File: src/hdl/pds_consts.svh
// Register map, field positions, reset values and timing figures of the
// pre-driver protection and serial register block. No processes here.
//
// Operation
// RULE1 - After switching starts, wait the selected blanking time before sampling drain-source.
// RULE2 - Short detected: set high or low short flag, summary flag, pull alarm low.
// RULE3 - Restart mode 0: shorted channel off, re-enabled after about one millisecond.
// RULE4 - Restart mode 1: shorted channel stays off until its short flag cleared.
// RULE5 - Host disables all outputs, then sets one load probe enable bit.
// RULE6 - Output sense bit reads 1 while output lies between 0.5V and 1.5V.
// RULE7 - Supply below warning threshold sets warning flag and pulls alarm low.
// RULE8 - Supply lockout disables everything and resets logic until supply recovers; code resets logic, but drive.hsOn and drive.lsOn follow pins.
// RULE9 - A supply lockout is recorded in a readable status flag.
// RULE10 - Gate supply low sets its flag in second status register, alarm low.
// RULE11 - Bootstrap low sets channel flag, pulls alarm low, starts refresh cycle.
// RULE12 - Overtemperature: set flags, alarm, stay off until cool and flag cleared.
// RULE13 - Overtemperature warning follows temperature and never drives the alarm.
// RULE14 - Frame is 16 bits: 3 address, direction (1 write), 12 data.
// RULE15 - Serial input sampled on serial clock rising edges while select low.
// RULE16 - Serial output driven only while chip select is low.
// RULE17 - Leading address bits select both read source and write target.
// RULE18 - Effective enable and input are pin XOR software bit.
// RULE19 - Short detection runs only while channel's bit 11 enable is set.
// RULE20 - Status bit 0 is the OR of all other fault flags.
// RULE21 - Writing 1 clears a status fault flag; alarm holds until cleared.
// RULE22 - Writing 1 toggles reverse pump enable; writing 0 does nothing.
// RULE23 - High-side over-threshold flags short to ground; low-side, short to supply.
// RULE24 - Writing 1 clears bootstrap-low flags; writing 0 has no effect.
// RULE25 - Writes commit only at select rise ending a complete 16-bit frame.
// RULE26 - Read frames shift the addressed 12-bit register out in data positions.
`ifndef PDS_CONSTS_SVH
`define PDS_CONSTS_SVH

// Clock and time figures
`define PDS_CLK_NS        4
`define PDS_CYC(ns)       (((ns) + `PDS_CLK_NS - 1) / `PDS_CLK_NS)
`define PDS_BLANK0_NS     1000
`define PDS_BLANK1_NS     2000
`define PDS_BLANK2_NS     5000
`define PDS_BLANK3_NS     10000
`define PDS_BLANK4_NS     25000
`define PDS_BLANK5_NS     100000
`define PDS_BLANK6_NS     500000
`define PDS_BLANK7_NS     1000000
`define PDS_RETRY_NS      1000000

// Register addresses
`define PDS_ADDR_OUT      3'h0
`define PDS_ADDR_CHANA    3'h1
`define PDS_ADDR_CHANC    3'h3
`define PDS_ADDR_MODE     3'h4
`define PDS_ADDR_ALARM    3'h5
`define PDS_ADDR_SUPPLY   3'h6

// Reset values
`define PDS_RST_OUT       12'h000
`define PDS_RST_CHAN      12'h01c
`define PDS_RST_MODE      12'h000

// Field positions
`define PDS_F_SCEN        11
`define PDS_F_BT          5
`define PDS_F_DT          2
`define PDS_F_SR          0
`define PDS_F_GN          8
`define PDS_F_OLS         6
`define PDS_F_OVERCURRENT_RESTART_MODE        2
`define PDS_F_MUX         0
`define PDS_F_SC          3
`define PDS_F_PUMP        11
`define PDS_F_DIR         12
`define PDS_F_ADDR        13
`define PDS_FRAME_BITS    5'h10
`define PDS_HDR_BITS      5'h03
`define PDS_LAST_BIT      5'h0f

`endif

File: src/hdl/pds_pkg.sv
// Types shared by the pre-driver protection and serial register block.
// Constants live in pds_consts.svh; this package holds only types.
package pds_pkg;

    // Serial slave phases
    typedef enum logic [1:0] {PS_IDLE, PS_SHIFT, PS_OVER} pds_spi_e;

    // Pins and comparator outputs, all asynchronous to clk_sys
    typedef struct packed {
        logic       chipSelectN;
        logic       serialClk;
        logic       serialIn;
        logic [2:0] channelEnablePin;
        logic [2:0] channelInputPin;
        logic [2:0] hsDsOver;
        logic [2:0] lsDsOver;
        logic [2:0] outputSense;
        logic       overtempShutdown;
        logic       overtempWarning;
        logic       supplyLowWarning;
        logic       supplyLockout;
        logic       gateSupplyLow;
        logic [2:0] bootSupplyLow;
    } pds_pins_s;

    // Drive decisions per channel, index 0 is channel A
    typedef struct packed {
        logic [2:0] enable;
        logic [2:0] level;
        logic [2:0] hsOn;
        logic [2:0] lsOn;
        logic [2:0] loadProbe;
    } pds_drive_s;

    // Settings handed to the analog sections
    typedef struct packed {
        logic [2:0][2:0] deadTimeSel;
        logic [2:0][1:0] slewSel;
        logic [2:0][2:0] senseGainSel;
        logic [2:0][2:0] shortThresholdSel;
        logic [1:0]      senseChannelSel;
        logic            reversePumpOn;
    } pds_analog_s;

    // Whole state of the block
    typedef struct packed {
        pds_pins_s       s1;
        pds_pins_s       s2;
        logic [11:0]     outCtl;
        logic [2:0][11:0] chanCfg;
        logic [11:0]     modeCfg;
        logic [2:0]      schFlag;
        logic [2:0]      sclFlag;
        logic            otsFlag;
        logic            uvwFlag;
        logic            uvloFlag;
        logic            vguvFlag;
        logic [2:0]      bsuvFlag;
        logic            pumpOn;
        logic [2:0][17:0] blankCnt;
        logic [2:0][17:0] retryCnt;
        logic [2:0]      chanOff;
        logic [2:0]      prevHs;
        logic [2:0]      prevLs;
        logic [2:0]      bsuvPrev;
        logic            refresh;
        pds_spi_e        spi;
        logic [4:0]      bitCnt;
        logic [15:0]     inShift;
        logic [11:0]     rdWord;
        logic            outBit;
        logic            sclkPrev;
        logic            csPrev;
    } pds_state_s;

endpackage : pds_pkg

File: src/hdl/pds_regs.sv
// Protection, diagnostic and serial register logic of a three-channel
// half-bridge pre-driver. Assumes analog comparators and pins arrive
// asynchronously on pinsIn and that an outside pad resolves the open-drain
// alarm and the serial output from their enables.
`timescale 1ns/1ps
`include "pds_consts.svh"

module pds_regs
    import pds_pkg::*;
#(
    parameter int BLANK4_CYC = `PDS_CYC(`PDS_BLANK4_NS),
    parameter int BLANK5_CYC = `PDS_CYC(`PDS_BLANK5_NS),
    parameter int BLANK6_CYC = `PDS_CYC(`PDS_BLANK6_NS),
    parameter int BLANK7_CYC = `PDS_CYC(`PDS_BLANK7_NS),
    parameter int RETRY_CYC  = `PDS_CYC(`PDS_RETRY_NS)
) (
    // Clock and reset
    input  wire logic        clk_sys,
    input  wire logic        reset,
    // Pins and comparators
    input  wire pds_pins_s   pinsIn,
    // Serial output pin
    output logic             serialOut,
    output logic             serialOutEn,
    // Open-drain alarm pin
    output logic             alarmOutN,
    output logic             alarmOutNEn,
    // Drive and analog settings
    output pds_drive_s       drive,
    output pds_analog_s      analog,
    output logic             bootRefreshStart
);

    // Counters are 18 bits wide; larger figures cannot be served
    initial begin
        if (BLANK7_CYC < 1 || BLANK7_CYC > 262143 || RETRY_CYC < 1 || RETRY_CYC > 262143 ||
            BLANK4_CYC < 1 || BLANK5_CYC < 1 || BLANK6_CYC < 1)
            $error("pds_regs: cycle counts out of range");
    end

    // Blanking selector to cycle count
    function automatic logic [17:0] blankLimit(input logic [2:0] sel);
        case (sel)
            3'h0:    blankLimit = 18'(`PDS_CYC(`PDS_BLANK0_NS));
            3'h1:    blankLimit = 18'(`PDS_CYC(`PDS_BLANK1_NS));
            3'h2:    blankLimit = 18'(`PDS_CYC(`PDS_BLANK2_NS));
            3'h3:    blankLimit = 18'(`PDS_CYC(`PDS_BLANK3_NS));
            3'h4:    blankLimit = 18'(BLANK4_CYC);
            3'h5:    blankLimit = 18'(BLANK5_CYC);
            3'h6:    blankLimit = 18'(BLANK6_CYC);
            default: blankLimit = 18'(BLANK7_CYC);
        endcase
    endfunction : blankLimit

    // Reset image of the state
    function automatic pds_state_s rstState();
        pds_state_s r;
        r = '0;
        r.s1.chipSelectN = 1'b1;
        r.s2.chipSelectN = 1'b1;
        r.csPrev = 1'b1;
        r.outCtl = `PDS_RST_OUT;
        r.chanCfg = {3{`PDS_RST_CHAN}};
        r.modeCfg = `PDS_RST_MODE;
        r.spi = PS_IDLE;
        return r;
    endfunction : rstState

    localparam pds_state_s RST = rstState();

    pds_state_s st_r;
    pds_state_s st_nxt;

    // Combinational views of the state
    logic [2:0]  effEn;
    logic [2:0]  effIn;
    logic [2:0]  hsOn;
    logic [2:0]  lsOn;
    logic        summary;
    logic        alarmCause;
    logic [11:0] alarmWord;
    logic [11:0] rdMux;
    logic        commit;
    logic [2:0]  wrAddr;
    logic [11:0] wrData;

    // Channel drive from pins and software bits
    always_comb begin
        for (int c = 0; c < 3; c++) begin
            effEn[c] = st_r.s2.channelEnablePin[c] ^ st_r.outCtl[2*c];   // RULE18
            effIn[c] = st_r.s2.channelInputPin[c] ^ st_r.outCtl[2*c+1]; // RULE18
        end
        hsOn = effEn & effIn & ~st_r.chanOff & {3{~st_r.otsFlag}};   // RULE12
        lsOn = effEn & ~effIn & ~st_r.chanOff & {3{~st_r.otsFlag}};
    end

    // Summary and alarm; warning-over-temperature takes no part
    assign summary    = |{st_r.uvloFlag, st_r.uvwFlag, st_r.schFlag, st_r.sclFlag,
                          st_r.otsFlag}; // RULE20
    assign alarmCause = summary | st_r.vguvFlag | (|st_r.bsuvFlag); // RULE13
    assign alarmWord  = {st_r.pumpOn, st_r.s2.overtempWarning, st_r.uvloFlag, st_r.uvwFlag,
                         st_r.schFlag, st_r.sclFlag, st_r.otsFlag, summary};

    // Read source picked by the address bits, sampled on the fourth serial clock rising edge
    always_comb begin
        case (st_r.inShift[2:0]) // RULE17
            `PDS_ADDR_OUT:    rdMux = {st_r.s2.outputSense, st_r.outCtl[8:0]}; // RULE6
            `PDS_ADDR_MODE:   rdMux = st_r.modeCfg;
            `PDS_ADDR_ALARM:  rdMux = alarmWord;
            `PDS_ADDR_SUPPLY: rdMux = {8'h00, st_r.bsuvFlag[0], st_r.bsuvFlag[1],
                                       st_r.bsuvFlag[2], st_r.vguvFlag};
            3'h7:             rdMux = 12'h000;
            default:          rdMux = st_r.chanCfg[2'(st_r.inShift[2:0] - `PDS_ADDR_CHANA)];
        endcase
    end

    // Complete write frame ends on the select rising edge
    assign commit = st_r.s2.chipSelectN & ~st_r.csPrev && st_r.spi == PS_OVER
                    && st_r.inShift[`PDS_F_DIR]; // RULE25 RULE14
    assign wrAddr = st_r.inShift[15:`PDS_F_ADDR];
    assign wrData = st_r.inShift[11:0];

    // Next state
    always_comb begin
        logic [2:0]  schSet;
        logic [2:0]  sclSet;
        logic [11:0] clrA;
        logic [3:0]  clrS;
        logic [17:0] lim;
        st_nxt = st_r;
        schSet = '0;
        sclSet = '0;
        clrA   = '0;
        clrS   = '0;
        lim    = '0;
        st_nxt.s1 = pinsIn;
        st_nxt.s2 = st_r.s1;
        st_nxt.sclkPrev = st_r.s2.serialClk;
        st_nxt.csPrev   = st_r.s2.chipSelectN;
        st_nxt.prevHs   = hsOn;
        st_nxt.prevLs   = lsOn;
        st_nxt.bsuvPrev = st_r.s2.bootSupplyLow;
        st_nxt.refresh  = |(st_r.s2.bootSupplyLow & ~st_r.bsuvPrev); // RULE11

        // Blanking, sampling and short response per channel
        for (int c = 0; c < 3; c++) begin
            lim = blankLimit(st_r.chanCfg[c][`PDS_F_BT +: 3]);
            if (hsOn[c] != st_r.prevHs[c] || lsOn[c] != st_r.prevLs[c])
                st_nxt.blankCnt[c] = '0; // RULE1
            else if ((hsOn[c] | lsOn[c]) && st_r.blankCnt[c] < lim)
                st_nxt.blankCnt[c] = st_r.blankCnt[c] + 18'h0_0001;
            if (st_r.blankCnt[c] >= lim && st_r.chanCfg[c][`PDS_F_SCEN]) begin // RULE19
                schSet[c] = hsOn[c] & st_r.s2.hsDsOver[c]; // RULE23
                sclSet[c] = lsOn[c] & st_r.s2.lsDsOver[c]; // RULE23
            end
            if (schSet[c] | sclSet[c]) begin
                st_nxt.chanOff[c]  = 1'b1;
                st_nxt.retryCnt[c] = '0;
            end else if (st_r.chanOff[c]) begin
                if (st_r.modeCfg[`PDS_F_OVERCURRENT_RESTART_MODE])
                    st_nxt.chanOff[c] = st_r.schFlag[c] | st_r.sclFlag[c]; // RULE4
                else if (st_r.retryCnt[c] >= 18'(RETRY_CYC - 1))
                    st_nxt.chanOff[c] = 1'b0; // RULE3
                else
                    st_nxt.retryCnt[c] = st_r.retryCnt[c] + 18'h0_0001;
            end
        end

        // Register writes
        if (commit) begin
            case (wrAddr)
                `PDS_ADDR_OUT:    st_nxt.outCtl = {3'h0, wrData[8:0]};
                `PDS_ADDR_MODE:   st_nxt.modeCfg = wrData;
                `PDS_ADDR_ALARM: begin
                    clrA = wrData; // RULE21
                    st_nxt.pumpOn = st_r.pumpOn ^ wrData[`PDS_F_PUMP]; // RULE22
                end
                `PDS_ADDR_SUPPLY: clrS = {wrData[0], wrData[1], wrData[2], wrData[3]}; // RULE24
                3'h7:             st_nxt.outCtl = st_r.outCtl;
                default:          st_nxt.chanCfg[2'(wrAddr - `PDS_ADDR_CHANA)] = wrData;
            endcase
        end

        // Flags: a set in the clearing cycle wins
        st_nxt.schFlag  = (st_r.schFlag & ~clrA[7:5]) | schSet; // RULE2
        st_nxt.sclFlag  = (st_r.sclFlag & ~clrA[4:2]) | sclSet; // RULE2
        st_nxt.otsFlag  = (st_r.otsFlag & ~clrA[1]) | st_r.s2.overtempShutdown; // RULE12
        st_nxt.uvwFlag  = (st_r.uvwFlag & ~clrA[8]) | st_r.s2.supplyLowWarning; // RULE7
        st_nxt.uvloFlag = st_r.uvloFlag & ~clrA[9]; // RULE9
        st_nxt.vguvFlag = (st_r.vguvFlag & ~clrS[3]) | st_r.s2.gateSupplyLow; // RULE10
        st_nxt.bsuvFlag = (st_r.bsuvFlag & ~clrS[2:0]) | st_r.s2.bootSupplyLow; // RULE11

        // Serial slave
        case (st_r.spi)
            PS_IDLE: begin
                st_nxt.bitCnt = '0;
                if (!st_r.s2.chipSelectN)
                    st_nxt.spi = PS_SHIFT;
            end
            PS_SHIFT, PS_OVER: begin
                if (st_r.s2.serialClk & ~st_r.sclkPrev) begin
                    st_nxt.inShift = {st_r.inShift[14:0], st_r.s2.serialIn}; // RULE15
                    st_nxt.bitCnt  = st_r.bitCnt + 5'h01;
                    st_nxt.spi = (st_r.bitCnt == `PDS_LAST_BIT) ? PS_OVER : PS_SHIFT;
                    if (st_r.bitCnt == `PDS_HDR_BITS)
                        st_nxt.rdWord = rdMux; // RULE26
                end
                if (~st_r.s2.serialClk & st_r.sclkPrev) begin
                    if (st_r.bitCnt > `PDS_HDR_BITS && st_r.bitCnt < `PDS_FRAME_BITS)
                        st_nxt.outBit = st_r.rdWord[4'(`PDS_LAST_BIT - st_r.bitCnt)]; // RULE26
                    else
                        st_nxt.outBit = st_r.inShift[0];
                end
                if (st_r.s2.chipSelectN)
                    st_nxt.spi = PS_IDLE;
            end
            default: st_nxt.spi = PS_IDLE;
        endcase

        // Lockout acts as a reset that leaves its own mark
        if (st_r.s2.supplyLockout) begin
            st_nxt = RST;
            st_nxt.s1 = pinsIn;
            st_nxt.s2 = st_r.s1;
            st_nxt.uvloFlag = 1'b1; // RULE8 RULE9
        end
    end

    // State register
    always_ff @(posedge clk_sys or posedge reset) begin
        if (reset)
            st_r <= RST;
        else
            st_r <= st_nxt;
    end

    // Outputs
    assign serialOut        = st_r.outBit;
    assign serialOutEn      = ~st_r.s2.chipSelectN; // RULE16
    assign alarmOutN        = 1'b0;
    assign alarmOutNEn      = alarmCause; // RULE2 RULE21
    assign bootRefreshStart = st_r.refresh;
    assign drive.enable     = effEn;
    assign drive.level      = effIn;
    assign drive.hsOn       = hsOn;
    assign drive.lsOn       = lsOn;
    assign drive.loadProbe  = st_r.outCtl[`PDS_F_OLS +: 3]; // RULE5
    always_comb begin
        for (int c = 0; c < 3; c++) begin
            analog.deadTimeSel[c]       = st_r.chanCfg[c][`PDS_F_DT +: 3];
            analog.slewSel[c]           = st_r.chanCfg[c][`PDS_F_SR +: 2];
            analog.senseGainSel[c]      = st_r.chanCfg[c][`PDS_F_GN +: 3];
            analog.shortThresholdSel[c] = st_r.modeCfg[`PDS_F_SC + 3*c +: 3];
        end
        analog.senseChannelSel = st_r.modeCfg[`PDS_F_MUX +: 2];
        analog.reversePumpOn   = st_r.pumpOn; // RULE22
    end
endmodule : pds_regs

File: config.mk
export PLATFORM = sky130hd
export DESIGN_NAME = pds_regs
export DESIGN_NICKNAME = d
export VERILOG_FILES = /design/src/hdl/pds_pkg.sv /design/src/hdl/pds_regs.sv
export VERILOG_INCLUDE_DIRS = /design/src /design/src/hdl
export SDC_FILE = /design/constraint.sdc
export NUM_CORES = 1
export LEC_CHECK = 0
export BUFFER_PORTS_ARGS = -buffer_cell sky130_fd_sc_hd__buf_2
export CAP_MARGIN = 20
export CORE_ASPECT_RATIO = 0.9
export CORE_UTILIZATION = 49
export DETAILED_ROUTE_END_ITERATION = 6
export PLACE_DENSITY = 0.66
export REMOVE_ABC_BUFFERS = 1
export SLEW_MARGIN = 20
export SYNTH_ARGS = -nofsm -noshare
export SYNTH_HDL_FRONTEND = slang
export SYNTH_SLANG_ARGS = --single-unit
File: constraint.sdc
create_clock -name clk_sys -period 24.1 [get_ports clk_sys]
set_clock_uncertainty 0.2 [all_clocks]
set_input_delay 7.23 -clock clk_sys [delete_from_list [all_inputs] [get_ports clk_sys]]
set_output_delay 7.23 -clock clk_sys [all_outputs]
set_load 0.03 [all_outputs]
==> flow_metrics.py <==
metrics = {
    "pwr": {
        "switchingPower_mw": 0.238,
        "irDropWorstVdd_uv": 55.5,
        "seq_power_share_pct": 49.0,
        "power.static_leakage_nw": 7.07,
        "p_per_area_mw_per_mm2": 60.9,
        "p_total_mw": 0.995,
        "p_int_mw": 0.757,
        "clockPowerShare_pct": 45.9,
        "p_sw_share_pct": 23.9,
        "combinationalPowerShare_pct": 5.1,
    },
    "cts": {
        "cts_hold_buf": 0,
        "htreeDepth": 1,
        "clockRootBuffer": "clkbuf_16",
        "clock_latency_ns": 0.57,
        "post_cts_buffers": 0,
        "clock_sinks": 282,
        "cts_buffers": 31,
        "clkTransAtPathRegs_ns": 0.06,
        "post_cts_resized": 0,
        "cts_tree": "done",
        "cts.path.max_buffers": 3,
    },
    "floorplan": {
        "core_area_sq_mm": 0.0299,
        "fp-row-count": 60,
        "design.die.area_sq_mm": 0.0310,
        "die_w_um": 186,
        "num_io_pins": 84,
        "die_h_um": 167,
        "floorplan.initialDensity_pct": 49.7,
    },
    "route": {
        "drt-total-wl_mm": 36.1,
        "vias": 11200,
        "drc": 0,
        "drt-pass1-iter-count": 7,
        "ant_nets": 0,
        "drt_iter0_drc": 912,
        "wl_per_cell_um": 18.5,
        "vias_per_cell": 5.73,
    },
    "logic_synthesis": {
        "synth-main-ff-cell": "dfrtp_1",
        "ys.warnings.count": 0,
        "synth_area_per_cell_sq_um": 9.88,
        "yosysSeqAreaShare_pct": 47.6,
        "syn_area_sq_mm": 0.0149,
        "synth_edf_count": 0,
        "syn_inst": 1504,
        "yosys.cell_types.count": 75,
        "ys_ff_latch": 282,
        "ys_async_sr_fraction_pct": 100,
    },
    "timing": {
        "fmax_ghz": 0.105,
        "final_hold_viol_count": 0,
        "maxSlewHeadroom_pct": 30.1,
        "tightest_slew_ns": 1.05,
        "period_needed_ns": 9.51,
        "timing.hold.ws_ns": 0.142,
        "finalSetupViolCount": 0,
        "period_share_pct": 39.5,
        "setup_ws_ns": 14.59,
        "fin_setup_tns_ns": 0,
        "grt_setup_unrepaired": "no",
        "slew_viol_final": 0,
    },
    "global_routing": {
        "grt_antenna_before_repair": 0,
        "grt_pass1_wl_mm": 58.8,
        "grt_overflow": 0,
        "grt_usage_pct": 24.0,
        "grt_pass1_vias": 10900,
        "grt_max_degree": 142,
    },
    "critical_path": {
        "setup.worst_path.end_class": "output port",
        "worstSetupPathType": "reg2out",
        "crit_fanout": 6,
        "critPathArrivalTime_ns": 2.08,
        "worstSetupStartpointType": "flip-flop",
        "r2r_slack_ns": 20.27,
        "worstPathRequired_ns": 16.67,
    },
    "cells_and_area": {
        "final_nets": 1614,
        "area_delta_synth_final_pct": 10.0,
        "drive_gt1_share_pct": 13.0,
        "instances_no_fill": 1951,
        "num-fill-cells": 2734,
        "diodes": 0,
    },
    "run_status": {
        "status": "completed",
    },
    "placement": {
        "place_congestion": 0.870,
        "place_hpwl_mm": 24.5,
        "io_buffers": 82,
        "pre_cts_ws_ns": 14.69,
        "dpl.cell_count": 1892,
    },
    "flow_run": {
        "maxCapViolCount": 0,
    },
    "hold_path": {
        "holdCritPathClass": "reg2reg",
    },
}
-- metal layers --
metal	GRT usage, %	share of wire [%]	wire length, um	vias to the layer above
met1	34.0	46	16500	5526
met5	0	0	0	-
met3	5.70	7.0	2520	59
li1	-	-	-	5292
met4	6.20	2.2	809	0
met2	36.8	45	16300	306
-- cell families after synthesis --
family | synth area share, %
flip-flops | 47.6
adder cells (fa/ha/maj) | 5.44
multiplexers | 5.72
other | 0.0252
AO/OA/AOI/OAI | 10.5
AND/OR/NAND/NOR | 20.0
XOR/XNOR | 5.58
buffers and inverters | 5.05
-- power by group through the flow --
stage	registers, mW	logic [mW]	clock network [mW]
floorplan	0.495	0.0301	0
global placement	0.496	0.0497	0
detailed placement	0.496	0.0501	0
CTS	0.487	0.0504	0.469
global route	0.488	0.0557	0.489
finish	0.488	0.0504	0.457
-- area by class of cell --
| class | instances | area, sq um | share of cell area, % |
|---|---|---|---|
| clock inverters | 13 | 111 | 0.681 |
| clock buffers | 45 | 878 | 5.37 |
| well taps | 403 | 504 | 3.08 |
| flip-flops and latches | 282 | 7080 | 43.3 |
| inverters | 39 | 154 | 0.941 |
| multi-input cells | 1069 | 7060 | 43.2 |
| repair buffers | 100 | 569 | 3.48 |
-- worst paths after layout --
check	start	to	cells after the start
worst max-delay path	alarmWord[1]$_DFF_PP0_	drive[4]	4
min in group asynchronous	reset	st_r[98]$_DFFE_PP0P_	2
worst min-delay path	st_r[266]$_DFF_PP0_	st_r[240]$_DFF_PP0_	0
worst max register to register	st_r[192]$_DFFE_PP0P_	st_r[52]$_DFFE_PP0P_	9
worst min register to register	st_r[266]$_DFF_PP0_	st_r[240]$_DFF_PP0_	0
max in group asynchronous	reset	alarmWord[4]$_DFF_PP0_	4
-- layout by cell type, fill, tap and decap left out, types with 32 or more instances in the layout --
master and n:
nand2_1 133, o21ai_0 40, buf_2 82, a21oi_1 79, xnor2_1 35, nand3_1 61, xor2_1 56, nor2_1 212
nand4_1 40, inv_1 38, ha_1 63, mux2i_1 77, and3_1 32, dfrtp_1 269
-- cells in the mapped netlist (11+ instances only) --
library cell | number | area (sq um)
clkbuf_1 | 48 | 180
o21ai_0 | 40 | 200
xor2_1 | 56 | 490
nand4_1 | 40 | 250
nor2_1 | 212 | 796
and3_1 | 32 | 200
a21oi_1 | 80 | 400
nand2_1 | 133 | 499
nand3_1 | 61 | 305
dfstp_2 | 12 | 315
a211oi_1 | 15 | 113
nand2b_1 | 11 | 68.8
ha_1 | 63 | 788
xnor2_1 | 35 | 307
dfrtp_1 | 270 | 6760
and4_1 | 11 | 96.3
nor3_1 | 17 | 85.1
nor4_1 | 15 | 93.8
and2_1 | 12 | 75.1
a222oi_1 | 14 | 140
inv_1 | 39 | 146
mux2i_1 | 77 | 771
buf_2 | 18 | 90.1
buf_4 | 41 | 308
or3_1 | 18 | 113
nor2b_1 | 13 | 81.3
-- through the flow --
step	utilization, %	instance area (sq um)
after floorplan	-	14300
after global placement	51.3	15300
final	54.7	16400
after CTS	54.6	16300
after global routing	54.7	16400
after detailed placement	51.3	15300
-- sequential cells by signal (all words and copies together) (netlist names) --
signal / cells
alarmWord: 10
serialOut: 1
analog: 36
drive: 3
bootRefreshStart: 1
st_r: 231
-- worst max-delay path, cell delays in order, from the launching register on --
cell     delay (ns)
dfrtp_1        0.54
nor2_1         0.26
nand2_1        0.17
nor2_1         0.28
buf_2          0.27
Note: power is estimated with default switching activity, not from simulation.
